==> config.mk <==
export PLATFORM = sky130hd
export DESIGN_NAME = cmw_clock_ctrl
export DESIGN_NICKNAME = d
export VERILOG_FILES = /design/src/cmw_pkg.sv /design/src/cmw_clock_ctrl.sv /design/src/cmw_osc_watchdog.sv /design/src/cmw_sync3.sv
export SDC_FILE = /design/constraint.sdc
export NUM_CORES = 1
export LEC_CHECK = 0
export BUFFER_PORTS_ARGS = -buffer_cell sky130_fd_sc_hd__buf_2
export CORE_MARGIN = 5
export CORE_UTILIZATION = 58
export DETAILED_ROUTE_END_ITERATION = 10
export PLACE_DENSITY_LB_ADDON = 0.15
export SLEW_MARGIN = 40
export SYNTH_ARGS = -nofsm -noshare
export SYNTH_HDL_FRONTEND = slang
export SYNTH_SLANG_ARGS = --single-unit
==> constraint.sdc <==
create_clock -name CORE_CLK -period 3.9 [get_ports CORE_CLK]
set_clock_uncertainty 0.05 [all_clocks]
set_input_delay 0.39 -clock CORE_CLK [delete_from_list [all_inputs] [get_ports CORE_CLK]]
set_output_delay 0.39 -clock CORE_CLK [all_outputs]
set_load 0.03 [all_outputs]
==> src/cmw_pkg.sv <==
// Constants, types and lookup for the CPU clock mode and oscillator watchdog block
package cmw_pkg;

    // Clock mode strap codes
    localparam logic [2:0] CMW_MODE_X16 = 3'h0;
    localparam logic [2:0] CMW_MODE_PRESCALE = 3'h1;
    localparam logic [2:0] CMW_MODE_X10 = 3'h2;
    localparam logic [2:0] CMW_MODE_DIRECT = 3'h3;
    localparam logic [2:0] CMW_MODE_X5 = 3'h4;
    localparam logic [2:0] CMW_MODE_X8 = 3'h5;
    localparam logic [2:0] CMW_MODE_X3 = 3'h6;
    localparam logic [2:0] CMW_MODE_X4 = 3'h7;
    localparam logic [2:0] CMW_STRAP_RESET = CMW_MODE_X4;

    // Watchdog counter
    localparam int CMW_WDOG_W = 5;
    localparam logic [CMW_WDOG_W-1:0] CMW_WDOG_OVF = 5'h10;
    localparam logic [CMW_WDOG_W-1:0] CMW_WDOG_ZERO = 5'h00;
    localparam logic [CMW_WDOG_W-1:0] CMW_WDOG_ONE = 5'h01;

    // Strap settling after reset release
    localparam int CMW_CLK_PERIOD_NS = 20;
    localparam int CMW_STRAP_SETTLE_NS = 100;
    localparam int CMW_STRAP_SETTLE_CYC =
        (CMW_STRAP_SETTLE_NS + CMW_CLK_PERIOD_NS - 1) / CMW_CLK_PERIOD_NS;
    localparam int CMW_SETTLE_W = 4;
    localparam logic [CMW_SETTLE_W-1:0] CMW_SETTLE_LAST = CMW_SETTLE_W'(CMW_STRAP_SETTLE_CYC);
    localparam logic [CMW_SETTLE_W-1:0] CMW_SETTLE_ONE = 4'h1;

    // Synchroniser lane positions
    localparam int CMW_SYNC_W = 6;
    localparam int CMW_LANE_LOCK = 0;
    localparam int CMW_LANE_PLLCLK = 1;
    localparam int CMW_LANE_OSC = 2;
    localparam int CMW_LANE_STRAP = 3;

    typedef enum logic [2:0] {
        CMW_SRC_HOLD,
        CMW_SRC_PLL,
        CMW_SRC_DIRECT,
        CMW_SRC_PRESCALE,
        CMW_SRC_BACKUP
    } cmw_src_t;

    typedef struct packed {
        logic [2:0] in_div;
        logic [6:0] vco_mult;
        logic [2:0] out_div;
        logic [4:0] factor;
    } cmw_pll_cfg_t;

    typedef struct packed {
        logic pll_enable;
        logic ref_connect;
        logic osc_amp_bypass;
        logic wdog_active;
    } cmw_status_t;

    localparam cmw_pll_cfg_t CMW_CFG_NONE = '{3'h0, 7'h00, 3'h0, 5'h00};
    localparam cmw_pll_cfg_t CMW_CFG_X4 = '{3'h4, 7'h40, 3'h4, 5'h04};
    localparam cmw_pll_cfg_t CMW_CFG_X3 = '{3'h4, 7'h30, 3'h4, 5'h03};
    localparam cmw_pll_cfg_t CMW_CFG_X8 = '{3'h4, 7'h40, 3'h2, 5'h08};
    localparam cmw_pll_cfg_t CMW_CFG_X5 = '{3'h4, 7'h28, 3'h2, 5'h05};
    localparam cmw_pll_cfg_t CMW_CFG_X10 = '{3'h2, 7'h28, 3'h2, 5'h0A};
    localparam cmw_pll_cfg_t CMW_CFG_X16 = '{3'h2, 7'h40, 3'h2, 5'h10};

    function automatic cmw_pll_cfg_t cmw_pll_lookup(input logic [2:0] mode);
        case (mode)
            CMW_MODE_X4: cmw_pll_lookup = CMW_CFG_X4;
            CMW_MODE_X3: cmw_pll_lookup = CMW_CFG_X3;
            CMW_MODE_X8: cmw_pll_lookup = CMW_CFG_X8;
            CMW_MODE_X5: cmw_pll_lookup = CMW_CFG_X5;
            CMW_MODE_X10: cmw_pll_lookup = CMW_CFG_X10;
            CMW_MODE_X16: cmw_pll_lookup = CMW_CFG_X16;
            default: cmw_pll_lookup = CMW_CFG_NONE;
        endcase
    endfunction : cmw_pll_lookup

endpackage : cmw_pkg

==> src/cmw_clock_ctrl.sv <==
// CPU clock mode selection, clock switching and oscillator watchdog control
//
// Behaviour
// Straps are caught at reset and fix the clock mode until next reset.
// Every strap code except 001 and 011 enables the PLL as CPU clock source.
// PLL factor: 111 x4, 110 x3, 101 x8, 100 x5, 010 x10, 000 x16.
// Each PLL code sets its input divider, VCO multiplier and output divider.
// Outside party keeps the VCO frequency between 64 and 128 MHz.
// Code 001 divides the oscillator by two; half period equals input period.
// Code 011 bypasses PLL and amplifier, drives CPU clock from input pin.
// Direct drive halves follow input duty; two halves equal one input period.
// Outside party feeds an external clock only in direct drive mode.
// Both CPU clock edges trigger operations; each half period is the unit.
// Oscillator watchdog works only in direct drive or prescaler mode.
// Watchdog enabled after reset; the disable flag turns it off.
// Flag clear: PLL free-runs to clock watchdog; flag set: PLL off.
// Watchdog counter counts PLL clocks, clears on every input transition.
// Missing input transitions make the counter overflow after 16 PLL clocks.
// Overflow moves the CPU clock to the PLL clock and flags an interrupt.
// After switchover the backup clock stays until the next reset.
// Watchdog disabled: CPU clock from oscillator path, PLL powered down.
// PLL unlock raises an interrupt, disconnects reference until reset.
// Switch to the backup clock never shortens a CPU clock phase.
`timescale 1ns/10ps
`default_nettype none
module cmw_clock_ctrl
    import cmw_pkg::*;
(
    // Clock and reset
    input wire logic CORE_CLK,
    input wire logic RSTN,
    // Pins from outside the clock domain
    input wire logic [2:0] CLOCK_MODE_STRAPS,
    input wire logic OSC_INPUT_PIN,
    input wire logic PLL_CLK_IN,
    input wire logic PLL_LOCKED,
    // System configuration
    input wire logic OSC_WATCHDOG_DISABLE,
    input wire logic OSC_WDOG_IRQ_CLR,
    input wire logic PLL_UNLOCK_IRQ_CLR,
    // CPU clock
    output logic CPU_CLK,
    output logic CPU_CLK_EDGE,
    output logic CLOCK_READY,
    output cmw_src_t CLOCK_SOURCE,
    // PLL and oscillator control
    output cmw_pll_cfg_t PLL_CFG,
    output cmw_status_t CLOCK_STATUS,
    output logic [2:0] CLOCK_MODE,
    // Interrupt requests
    output logic OSC_WDOG_IRQ,
    output logic PLL_UNLOCK_IRQ
);

    // Synchronised pins
    logic [CMW_SYNC_W-1:0] sync_level;
    wire logic lock_s;
    wire logic pll_s;
    wire logic osc_s;
    wire logic [2:0] straps_s;

    // Edge history
    logic osc_prev_reg;
    logic pll_prev_reg;
    wire logic osc_edge;
    wire logic osc_rise;
    wire logic pll_edge;

    // Strap capture
    logic [CMW_SETTLE_W-1:0] settle_reg;
    logic [CMW_SETTLE_W-1:0] settle_next;
    logic [2:0] mode_reg;
    logic ready_reg;
    wire logic settling;
    wire logic settle_done;

    // Source selection
    cmw_src_t src_reg;
    cmw_src_t src_next;
    cmw_src_t src_run;
    wire logic mode_direct;
    wire logic mode_prescale;
    wire logic mode_pll;

    // Watchdog and unlock
    wire logic wdog_enable;
    wire logic wdog_ovf;
    wire logic switch_backup;
    logic lock_seen_reg;
    logic unlock_reg;
    wire logic unlock_event;

    // CPU clock generation
    logic cpu_clk_reg;
    logic cpu_edge_reg;
    wire logic clk_toggle;

    // Control outputs
    cmw_status_t status_reg;
    cmw_status_t status_next;
    cmw_pll_cfg_t cfg_reg;
    cmw_pll_cfg_t cfg_next;
    logic wdog_irq_reg;
    logic unlock_irq_reg;

    cmw_sync3 #(
        .W(CMW_SYNC_W)
    ) u_sync (
        .clk(CORE_CLK),
        .rstn(RSTN),
        .pin_in({CLOCK_MODE_STRAPS, OSC_INPUT_PIN, PLL_CLK_IN, PLL_LOCKED}),
        .level_out(sync_level)
    );

    assign lock_s = sync_level[CMW_LANE_LOCK];
    assign pll_s = sync_level[CMW_LANE_PLLCLK];
    assign osc_s = sync_level[CMW_LANE_OSC];
    assign straps_s = sync_level[CMW_LANE_STRAP +: 3];

    // Transitions of the input clock and the PLL clock
    assign osc_edge = osc_s != osc_prev_reg;
    assign osc_rise = osc_s && !osc_prev_reg;
    assign pll_edge = pll_s != pll_prev_reg;

    always_ff @(posedge CORE_CLK or negedge RSTN)
    begin
        if (!RSTN)
        begin
            osc_prev_reg <= 1'b0;
            pll_prev_reg <= 1'b0;
        end
        else
        begin
            osc_prev_reg <= osc_s;
            pll_prev_reg <= pll_s;
        end
    end

    // Straps are sampled after reset release until the synchroniser has settled,
    // then frozen until the next reset
    assign settling = !ready_reg;
    assign settle_done = settling && (settle_reg == CMW_SETTLE_LAST);
    assign settle_next = settling ? settle_reg + CMW_SETTLE_ONE : settle_reg;

    always_ff @(posedge CORE_CLK or negedge RSTN)
    begin
        if (!RSTN)
        begin
            settle_reg <= '0;
            mode_reg <= CMW_STRAP_RESET;
            ready_reg <= 1'b0;
        end
        else
        begin
            settle_reg <= settle_next;
            if (settling)
            begin
                mode_reg <= straps_s;
            end
            if (settle_done)
            begin
                ready_reg <= 1'b1;
            end
        end
    end

    // Mode decode
    assign mode_direct = mode_reg == CMW_MODE_DIRECT;
    assign mode_prescale = mode_reg == CMW_MODE_PRESCALE;
    assign mode_pll = !mode_direct && !mode_prescale;

    always_comb
    begin
        if (mode_direct)
        begin
            src_run = CMW_SRC_DIRECT;
        end
        else if (mode_prescale)
        begin
            src_run = CMW_SRC_PRESCALE;
        end
        else
        begin
            src_run = CMW_SRC_PLL;
        end
    end

    // Watchdog runs only on the oscillator paths and only while not disabled
    assign wdog_enable = ((src_reg == CMW_SRC_DIRECT) || (src_reg == CMW_SRC_PRESCALE))
                      && !OSC_WATCHDOG_DISABLE;

    cmw_osc_watchdog u_wdog (
        .clk(CORE_CLK),
        .rstn(RSTN),
        .enable(wdog_enable),
        .pll_tick(pll_edge && pll_s),
        .osc_edge(osc_edge),
        .overflow(wdog_ovf)
    );

    assign switch_backup = wdog_ovf && wdog_enable;

    // Source state: backup is a trap left only by reset
    always_comb
    begin
        case (src_reg)
            CMW_SRC_HOLD:
            begin
                src_next = settle_done ? src_run : CMW_SRC_HOLD;
            end
            CMW_SRC_DIRECT, CMW_SRC_PRESCALE:
            begin
                src_next = switch_backup ? CMW_SRC_BACKUP : src_reg;
            end
            CMW_SRC_PLL:
            begin
                src_next = CMW_SRC_PLL;
            end
            CMW_SRC_BACKUP:
            begin
                src_next = CMW_SRC_BACKUP;
            end
            default:
            begin
                src_next = CMW_SRC_HOLD;
            end
        endcase
    end

    always_ff @(posedge CORE_CLK or negedge RSTN)
    begin
        if (!RSTN)
        begin
            src_reg <= CMW_SRC_HOLD;
        end
        else
        begin
            src_reg <= src_next;
        end
    end

    // The CPU clock register only toggles on an event of the selected source.
    // A failed input has already stretched the running phase, and the backup
    // path waits for a PLL edge before its first toggle, so no phase is cut.
    assign clk_toggle = ((src_reg == CMW_SRC_DIRECT) && osc_edge)
                     || ((src_reg == CMW_SRC_PRESCALE) && osc_rise)
                     || ((src_reg == CMW_SRC_PLL) && pll_edge)
                     || ((src_reg == CMW_SRC_BACKUP) && pll_edge);

    always_ff @(posedge CORE_CLK or negedge RSTN)
    begin
        if (!RSTN)
        begin
            cpu_clk_reg <= 1'b0;
            cpu_edge_reg <= 1'b0;
        end
        else
        begin
            cpu_clk_reg <= cpu_clk_reg ^ clk_toggle;
            cpu_edge_reg <= clk_toggle;
        end
    end

    // Loss of lock in PLL mode, counted once the PLL has locked
    assign unlock_event = (src_reg == CMW_SRC_PLL) && lock_seen_reg && !lock_s
                       && !unlock_reg;

    always_ff @(posedge CORE_CLK or negedge RSTN)
    begin
        if (!RSTN)
        begin
            lock_seen_reg <= 1'b0;
            unlock_reg <= 1'b0;
        end
        else
        begin
            if ((src_reg == CMW_SRC_PLL) && lock_s)
            begin
                lock_seen_reg <= 1'b1;
            end
            if (unlock_event)
            begin
                unlock_reg <= 1'b1;
            end
        end
    end

    // PLL and oscillator control
    always_comb
    begin
        status_next.pll_enable = (src_reg == CMW_SRC_PLL)
                              || (src_reg == CMW_SRC_BACKUP)
                              || (wdog_enable && !switch_backup)
                              || (switch_backup);
        status_next.ref_connect = (src_reg == CMW_SRC_PLL) && !unlock_reg
                               && !unlock_event;
        status_next.osc_amp_bypass = mode_direct && (src_reg != CMW_SRC_HOLD);
        status_next.wdog_active = wdog_enable && !switch_backup;
    end

    assign cfg_next = (mode_pll && (src_reg != CMW_SRC_HOLD))
                    ? cmw_pll_lookup(mode_reg) : CMW_CFG_NONE;

    always_ff @(posedge CORE_CLK or negedge RSTN)
    begin
        if (!RSTN)
        begin
            status_reg <= '0;
            cfg_reg <= CMW_CFG_NONE;
        end
        else
        begin
            status_reg <= status_next;
            cfg_reg <= cfg_next;
        end
    end

    // Interrupt flags: a new event wins over a clear in the same cycle
    always_ff @(posedge CORE_CLK or negedge RSTN)
    begin
        if (!RSTN)
        begin
            wdog_irq_reg <= 1'b0;
            unlock_irq_reg <= 1'b0;
        end
        else
        begin
            if (switch_backup)
            begin
                wdog_irq_reg <= 1'b1;
            end
            else if (OSC_WDOG_IRQ_CLR)
            begin
                wdog_irq_reg <= 1'b0;
            end
            if (unlock_event)
            begin
                unlock_irq_reg <= 1'b1;
            end
            else if (PLL_UNLOCK_IRQ_CLR)
            begin
                unlock_irq_reg <= 1'b0;
            end
        end
    end

    // Outputs
    assign CPU_CLK = cpu_clk_reg;
    assign CPU_CLK_EDGE = cpu_edge_reg;
    assign CLOCK_READY = ready_reg;
    assign CLOCK_SOURCE = src_reg;
    assign PLL_CFG = cfg_reg;
    assign CLOCK_STATUS = status_reg;
    assign CLOCK_MODE = mode_reg;
    assign OSC_WDOG_IRQ = wdog_irq_reg;
    assign PLL_UNLOCK_IRQ = unlock_irq_reg;

endmodule : cmw_clock_ctrl
`default_nettype wire

==> src/cmw_osc_watchdog.sv <==
// Oscillator watchdog counter: counts PLL clocks between input clock transitions
`timescale 1ns/10ps
`default_nettype none
module cmw_osc_watchdog
    import cmw_pkg::*;
(
    // Clock and reset
    input wire logic clk,
    input wire logic rstn,
    // Control and events
    input wire logic enable,
    input wire logic pll_tick,
    input wire logic osc_edge,
    // Result
    output logic overflow
);
    logic [CMW_WDOG_W-1:0] count_reg;
    logic [CMW_WDOG_W-1:0] count_next;
    logic ovf_reg;
    wire logic hit;

    assign hit = pll_tick && ((count_reg + CMW_WDOG_ONE) == CMW_WDOG_OVF);
    assign count_next = (!enable || osc_edge || hit) ? CMW_WDOG_ZERO
                      : pll_tick ? count_reg + CMW_WDOG_ONE
                      : count_reg;

    always_ff @(posedge clk or negedge rstn)
    begin
        if (!rstn)
        begin
            count_reg <= CMW_WDOG_ZERO;
            ovf_reg <= 1'b0;
        end
        else
        begin
            count_reg <= count_next;
            ovf_reg <= enable && !osc_edge && hit;
        end
    end

    assign overflow = ovf_reg;
endmodule : cmw_osc_watchdog
`default_nettype wire

==> src/cmw_sync3.sv <==
// Three-stage pin synchroniser, a change counts once stages two and three agree
`timescale 1ns/10ps
`default_nettype none
module cmw_sync3 #(
    parameter int W = 1
) (
    // Clock and reset
    input wire logic clk,
    input wire logic rstn,
    // Pins and result
    input wire logic [W-1:0] pin_in,
    output logic [W-1:0] level_out
);
    logic [W-1:0] s1_reg;
    logic [W-1:0] s2_reg;
    logic [W-1:0] s3_reg;
    logic [W-1:0] out_reg;

    genvar g;
    generate
        for (g = 0; g < W; g++)
        begin : g_lane
            always_ff @(posedge clk or negedge rstn)
            begin
                if (!rstn)
                begin
                    s1_reg[g] <= 1'b0;
                    s2_reg[g] <= 1'b0;
                    s3_reg[g] <= 1'b0;
                    out_reg[g] <= 1'b0;
                end
                else
                begin
                    s1_reg[g] <= pin_in[g];
                    s2_reg[g] <= s1_reg[g];
                    s3_reg[g] <= s2_reg[g];
                    if (s2_reg[g] == s3_reg[g])
                    begin
                        out_reg[g] <= s3_reg[g];
                    end
                end
            end
        end
    endgenerate

    assign level_out = out_reg;
endmodule : cmw_sync3
`default_nettype wire
==> results_dict.tcl <==
set metrics [dict create \
    vias 1440 \
    leakage_nw 1.389 \
    wirelength_um 3961 \
    slowest_delay_ns 0.68 \
    startpoint_type "flip-flop" \
    final-setup-viol-count 0 \
    die_w_um 75.23 \
    reg2reg_slack_ns 2.35 \
    htreeDepth 3 \
    synthTopCellsByCount "dfrtp_1 (63), nor2_1 (18), inv_1 (9)" \
    row_count 23 \
    synthTopCellsByArea "dfrtp_1 (64%), dfstp_2 (3.2%), ha_1 (3.0%)" \
    numCtsBuffers 9 \
    yosysTopAreaCell "dfrtp_1" \
    synth-seq-cells 66 \
    cp-endpoint "CLOCK_MODE[2]" \
    cts.sinks 66 \
    path_cells "buf_2" \
    area_growth_pct 16.08 \
    fin_area_um2 2864 \
    drt_iter0_drc 159 \
    crit_cells 1 \
    hp-class "in -> reg" \
    final.setup.tns_ns 0 \
    grt_setup_unrepaired "false" \
    crit_arrival_ns 1.25 \
    fin_hold_ws_ns 0.1257 \
    clock_tree.root_cell "clkbuf_8" \
    switchingPower_mw 0.3614 \
    num-nets-final 248 \
    final.min_clock_period_ns 1.693 \
    dp_hpwl_um 2829 \
    vdd_drop_max_mv 0.3347 \
    synth.most_common_cell "dfrtp_1" \
    ys_warn_count 0 \
    cts.clk_slew.worst_paths_ns 0.07 \
    maxSlewViolCount 0 \
    clock_power_share 0.354 \
    cts_tree "done" \
    via_per_inst 5.035 \
    gp_congestion 0.7201 \
    maxCapViolCount 0 \
    yosysSeqAreaShare 0.6709 \
    startpoint "CLOCK_MODE[2]" \
    async_flop_share 1.000 \
    fmax_mhz 590.8 \
    io_pins 44 \
    rr_startpoint "u_wdog.count_reg[0]" \
    placed_cells 269 \
    dieArea_um2 5659 \
    combPwrFrac 0.113 \
    antenna_found_initial 0 \
    cts.hold.buffers_added 0 \
    min_path_cells 1 \
    seqPwrFrac 0.533 \
    grt_pass1_wl_um 6906 \
    netlist_area_um2 2467 \
    critical_path_class "reg -> out" \
    grt_max_degree 35 \
    reg2reg_depth 5 \
    synthCells 188 \
    power_mw 1.424 \
    synth_top_area_frac 0.6389 \
    worst_ep_required_time_ns 3.46 \
    cp_slowest_cell "dfstp_2" \
    core_area_um2 4058 \
    cts_buffer_depth 2 \
    diodes 0 \
    r2r-end "u_wdog.overflow" \
    grt_pass1_vias 1475 \
    portBuffers 38 \
    crit_buf_inv 1 \
    outcome "complete, no violations" \
    antenna_left 0 \
    swShare 0.2539 \
    cts_setup_buffers 0 \
    dpl_cell_area_um2 2669 \
    grt_use_total 0.1661 \
    synth.avg_cell_area_um2 13.12 \
    wl_per_cell_um 13.85 \
    cts-resized-gates 0 \
    cp_max_fo 14 \
    synth-edff-count 0 \
    critPathCaptureType "primary output" \
    powerDensity_nw_per_um2 497.1 \
    grt.overflow.total 0 \
    synthDistinctLibCells 38 \
    layout-drive-gt1-share 0.2881 \
    largest_register_ffs 13 \
    clkLatencyLatePin_ns 0.32 \
    fin_crit_sh 0.4340 \
    firstDrtPassIters 4 \
    ys.flop_type "dfrtp_1" \
    cp_top_family "flip-flops" \
    drc 0 \
    p_int_mw 1.062 \
    die_h_um 75.23 \
    hold_viol 0 \
    start_util 0.6081 \
    fin_cells 286 \
]
metrics by stage:
step           setup slack, ns    util
2_1_floorplan            2.411       -
3_3_place_gp             2.399  0.6577
3_5_place_dp             2.338  0.6577
4_1_cts                  2.193  0.7027
5_1_grt                  2.137  0.7058
6_report                 2.207  0.7058
cells in the final DEF (no fill, tap or decap), types with 2 or more instances in the layout:
| master | n |
|---|---|
| nand4_1 | 2 |
| nand2b_1 | 3 |
| a31oi_1 | 2 |
| buf_2 | 37 |
| mux2_2 | 3 |
| xnor2_1 | 7 |
| conb_1 | 5 |
| o22ai_1 | 2 |
| ha_1 | 6 |
| nand2_1 | 8 |
| nor2_1 | 18 |
| nor3_2 | 2 |
| buf_4 | 2 |
| a21oi_1 | 7 |
| clkbuf_8 | 12 |
| nand3_1 | 3 |
| nor2b_1 | 2 |
| a31o_2 | 2 |
| dfstp_2 | 3 |
| clkbuf_1 | 2 |
| dfrtp_1 | 63 |
| xor2_1 | 6 |
| maj3_1 | 6 |
| mux2i_1 | 2 |
| inv_1 | 9 |
| nor3_1 | 6 |
| clkinv_2 | 2 |
layout make-up:
class                           count  area [um2]
Fill cell                         281        1194
Sequential cell                    66        1655
Inverter                            9       33.78
Tap cell                           50       62.56
Clock buffer                       14       172.7
Multi-Input combinational cell    105       719.4
Clock inverter                      2       10.01
Timing Repair Buffer               40       210.2
power by group through the flow:
stage | Combinational (mW) | Clock (mW) | Sequential (mW)
after floorplan | 0.0643 | 0 | 0.816
after CTS | 0.163 | 0.519 | 0.759
after global placement | 0.158 | 0 | 0.768
after detailed placement | 0.162 | 0 | 0.771
after global routing | 0.177 | 0.560 | 0.765
final | 0.161 | 0.504 | 0.759
per-layer routing:
layer  vias up  GRT usage  wire length, um  part of all wire
met5         -          0                0                 0
met4         0    0.09126               51             0.013
met3         5    0.04539              230             0.058
met2        36     0.2563             1954              0.49
met1       701     0.2141             1725              0.44
li1        698          -                -                 -
cells by family after synthesis:
logic type / Yosys count / share of synthesized area
flops: 66 / 0.6709
mux: 5 / 0.02180
buf+inv: 21 / 0.04361
compound gates: 16 / 0.04006
simple gates: 54 / 0.1212
fa+ha+maj: 12 / 0.05477
other cells: 1 / 0.001520
xor+xnor: 13 / 0.04615
how the worst min path moves through the flow:
stage | from | endpoint
6_report | CLOCK_MODE_STRAPS[2] | u_sync.s1_reg[5]
5_1_grt | CLOCK_MODE_STRAPS[0] | u_sync.s1_reg[3]
4_1_cts | RSTN | PLL_CFG[17]
3_5_place_dp | u_sync.s1_reg[5] | u_sync.s2_reg[5]
3_3_place_gp | u_sync.s1_reg[3] | u_sync.s2_reg[3]
2_1_floorplan | RSTN | CLOCK_READY
(Power assumes the default switching activity.)
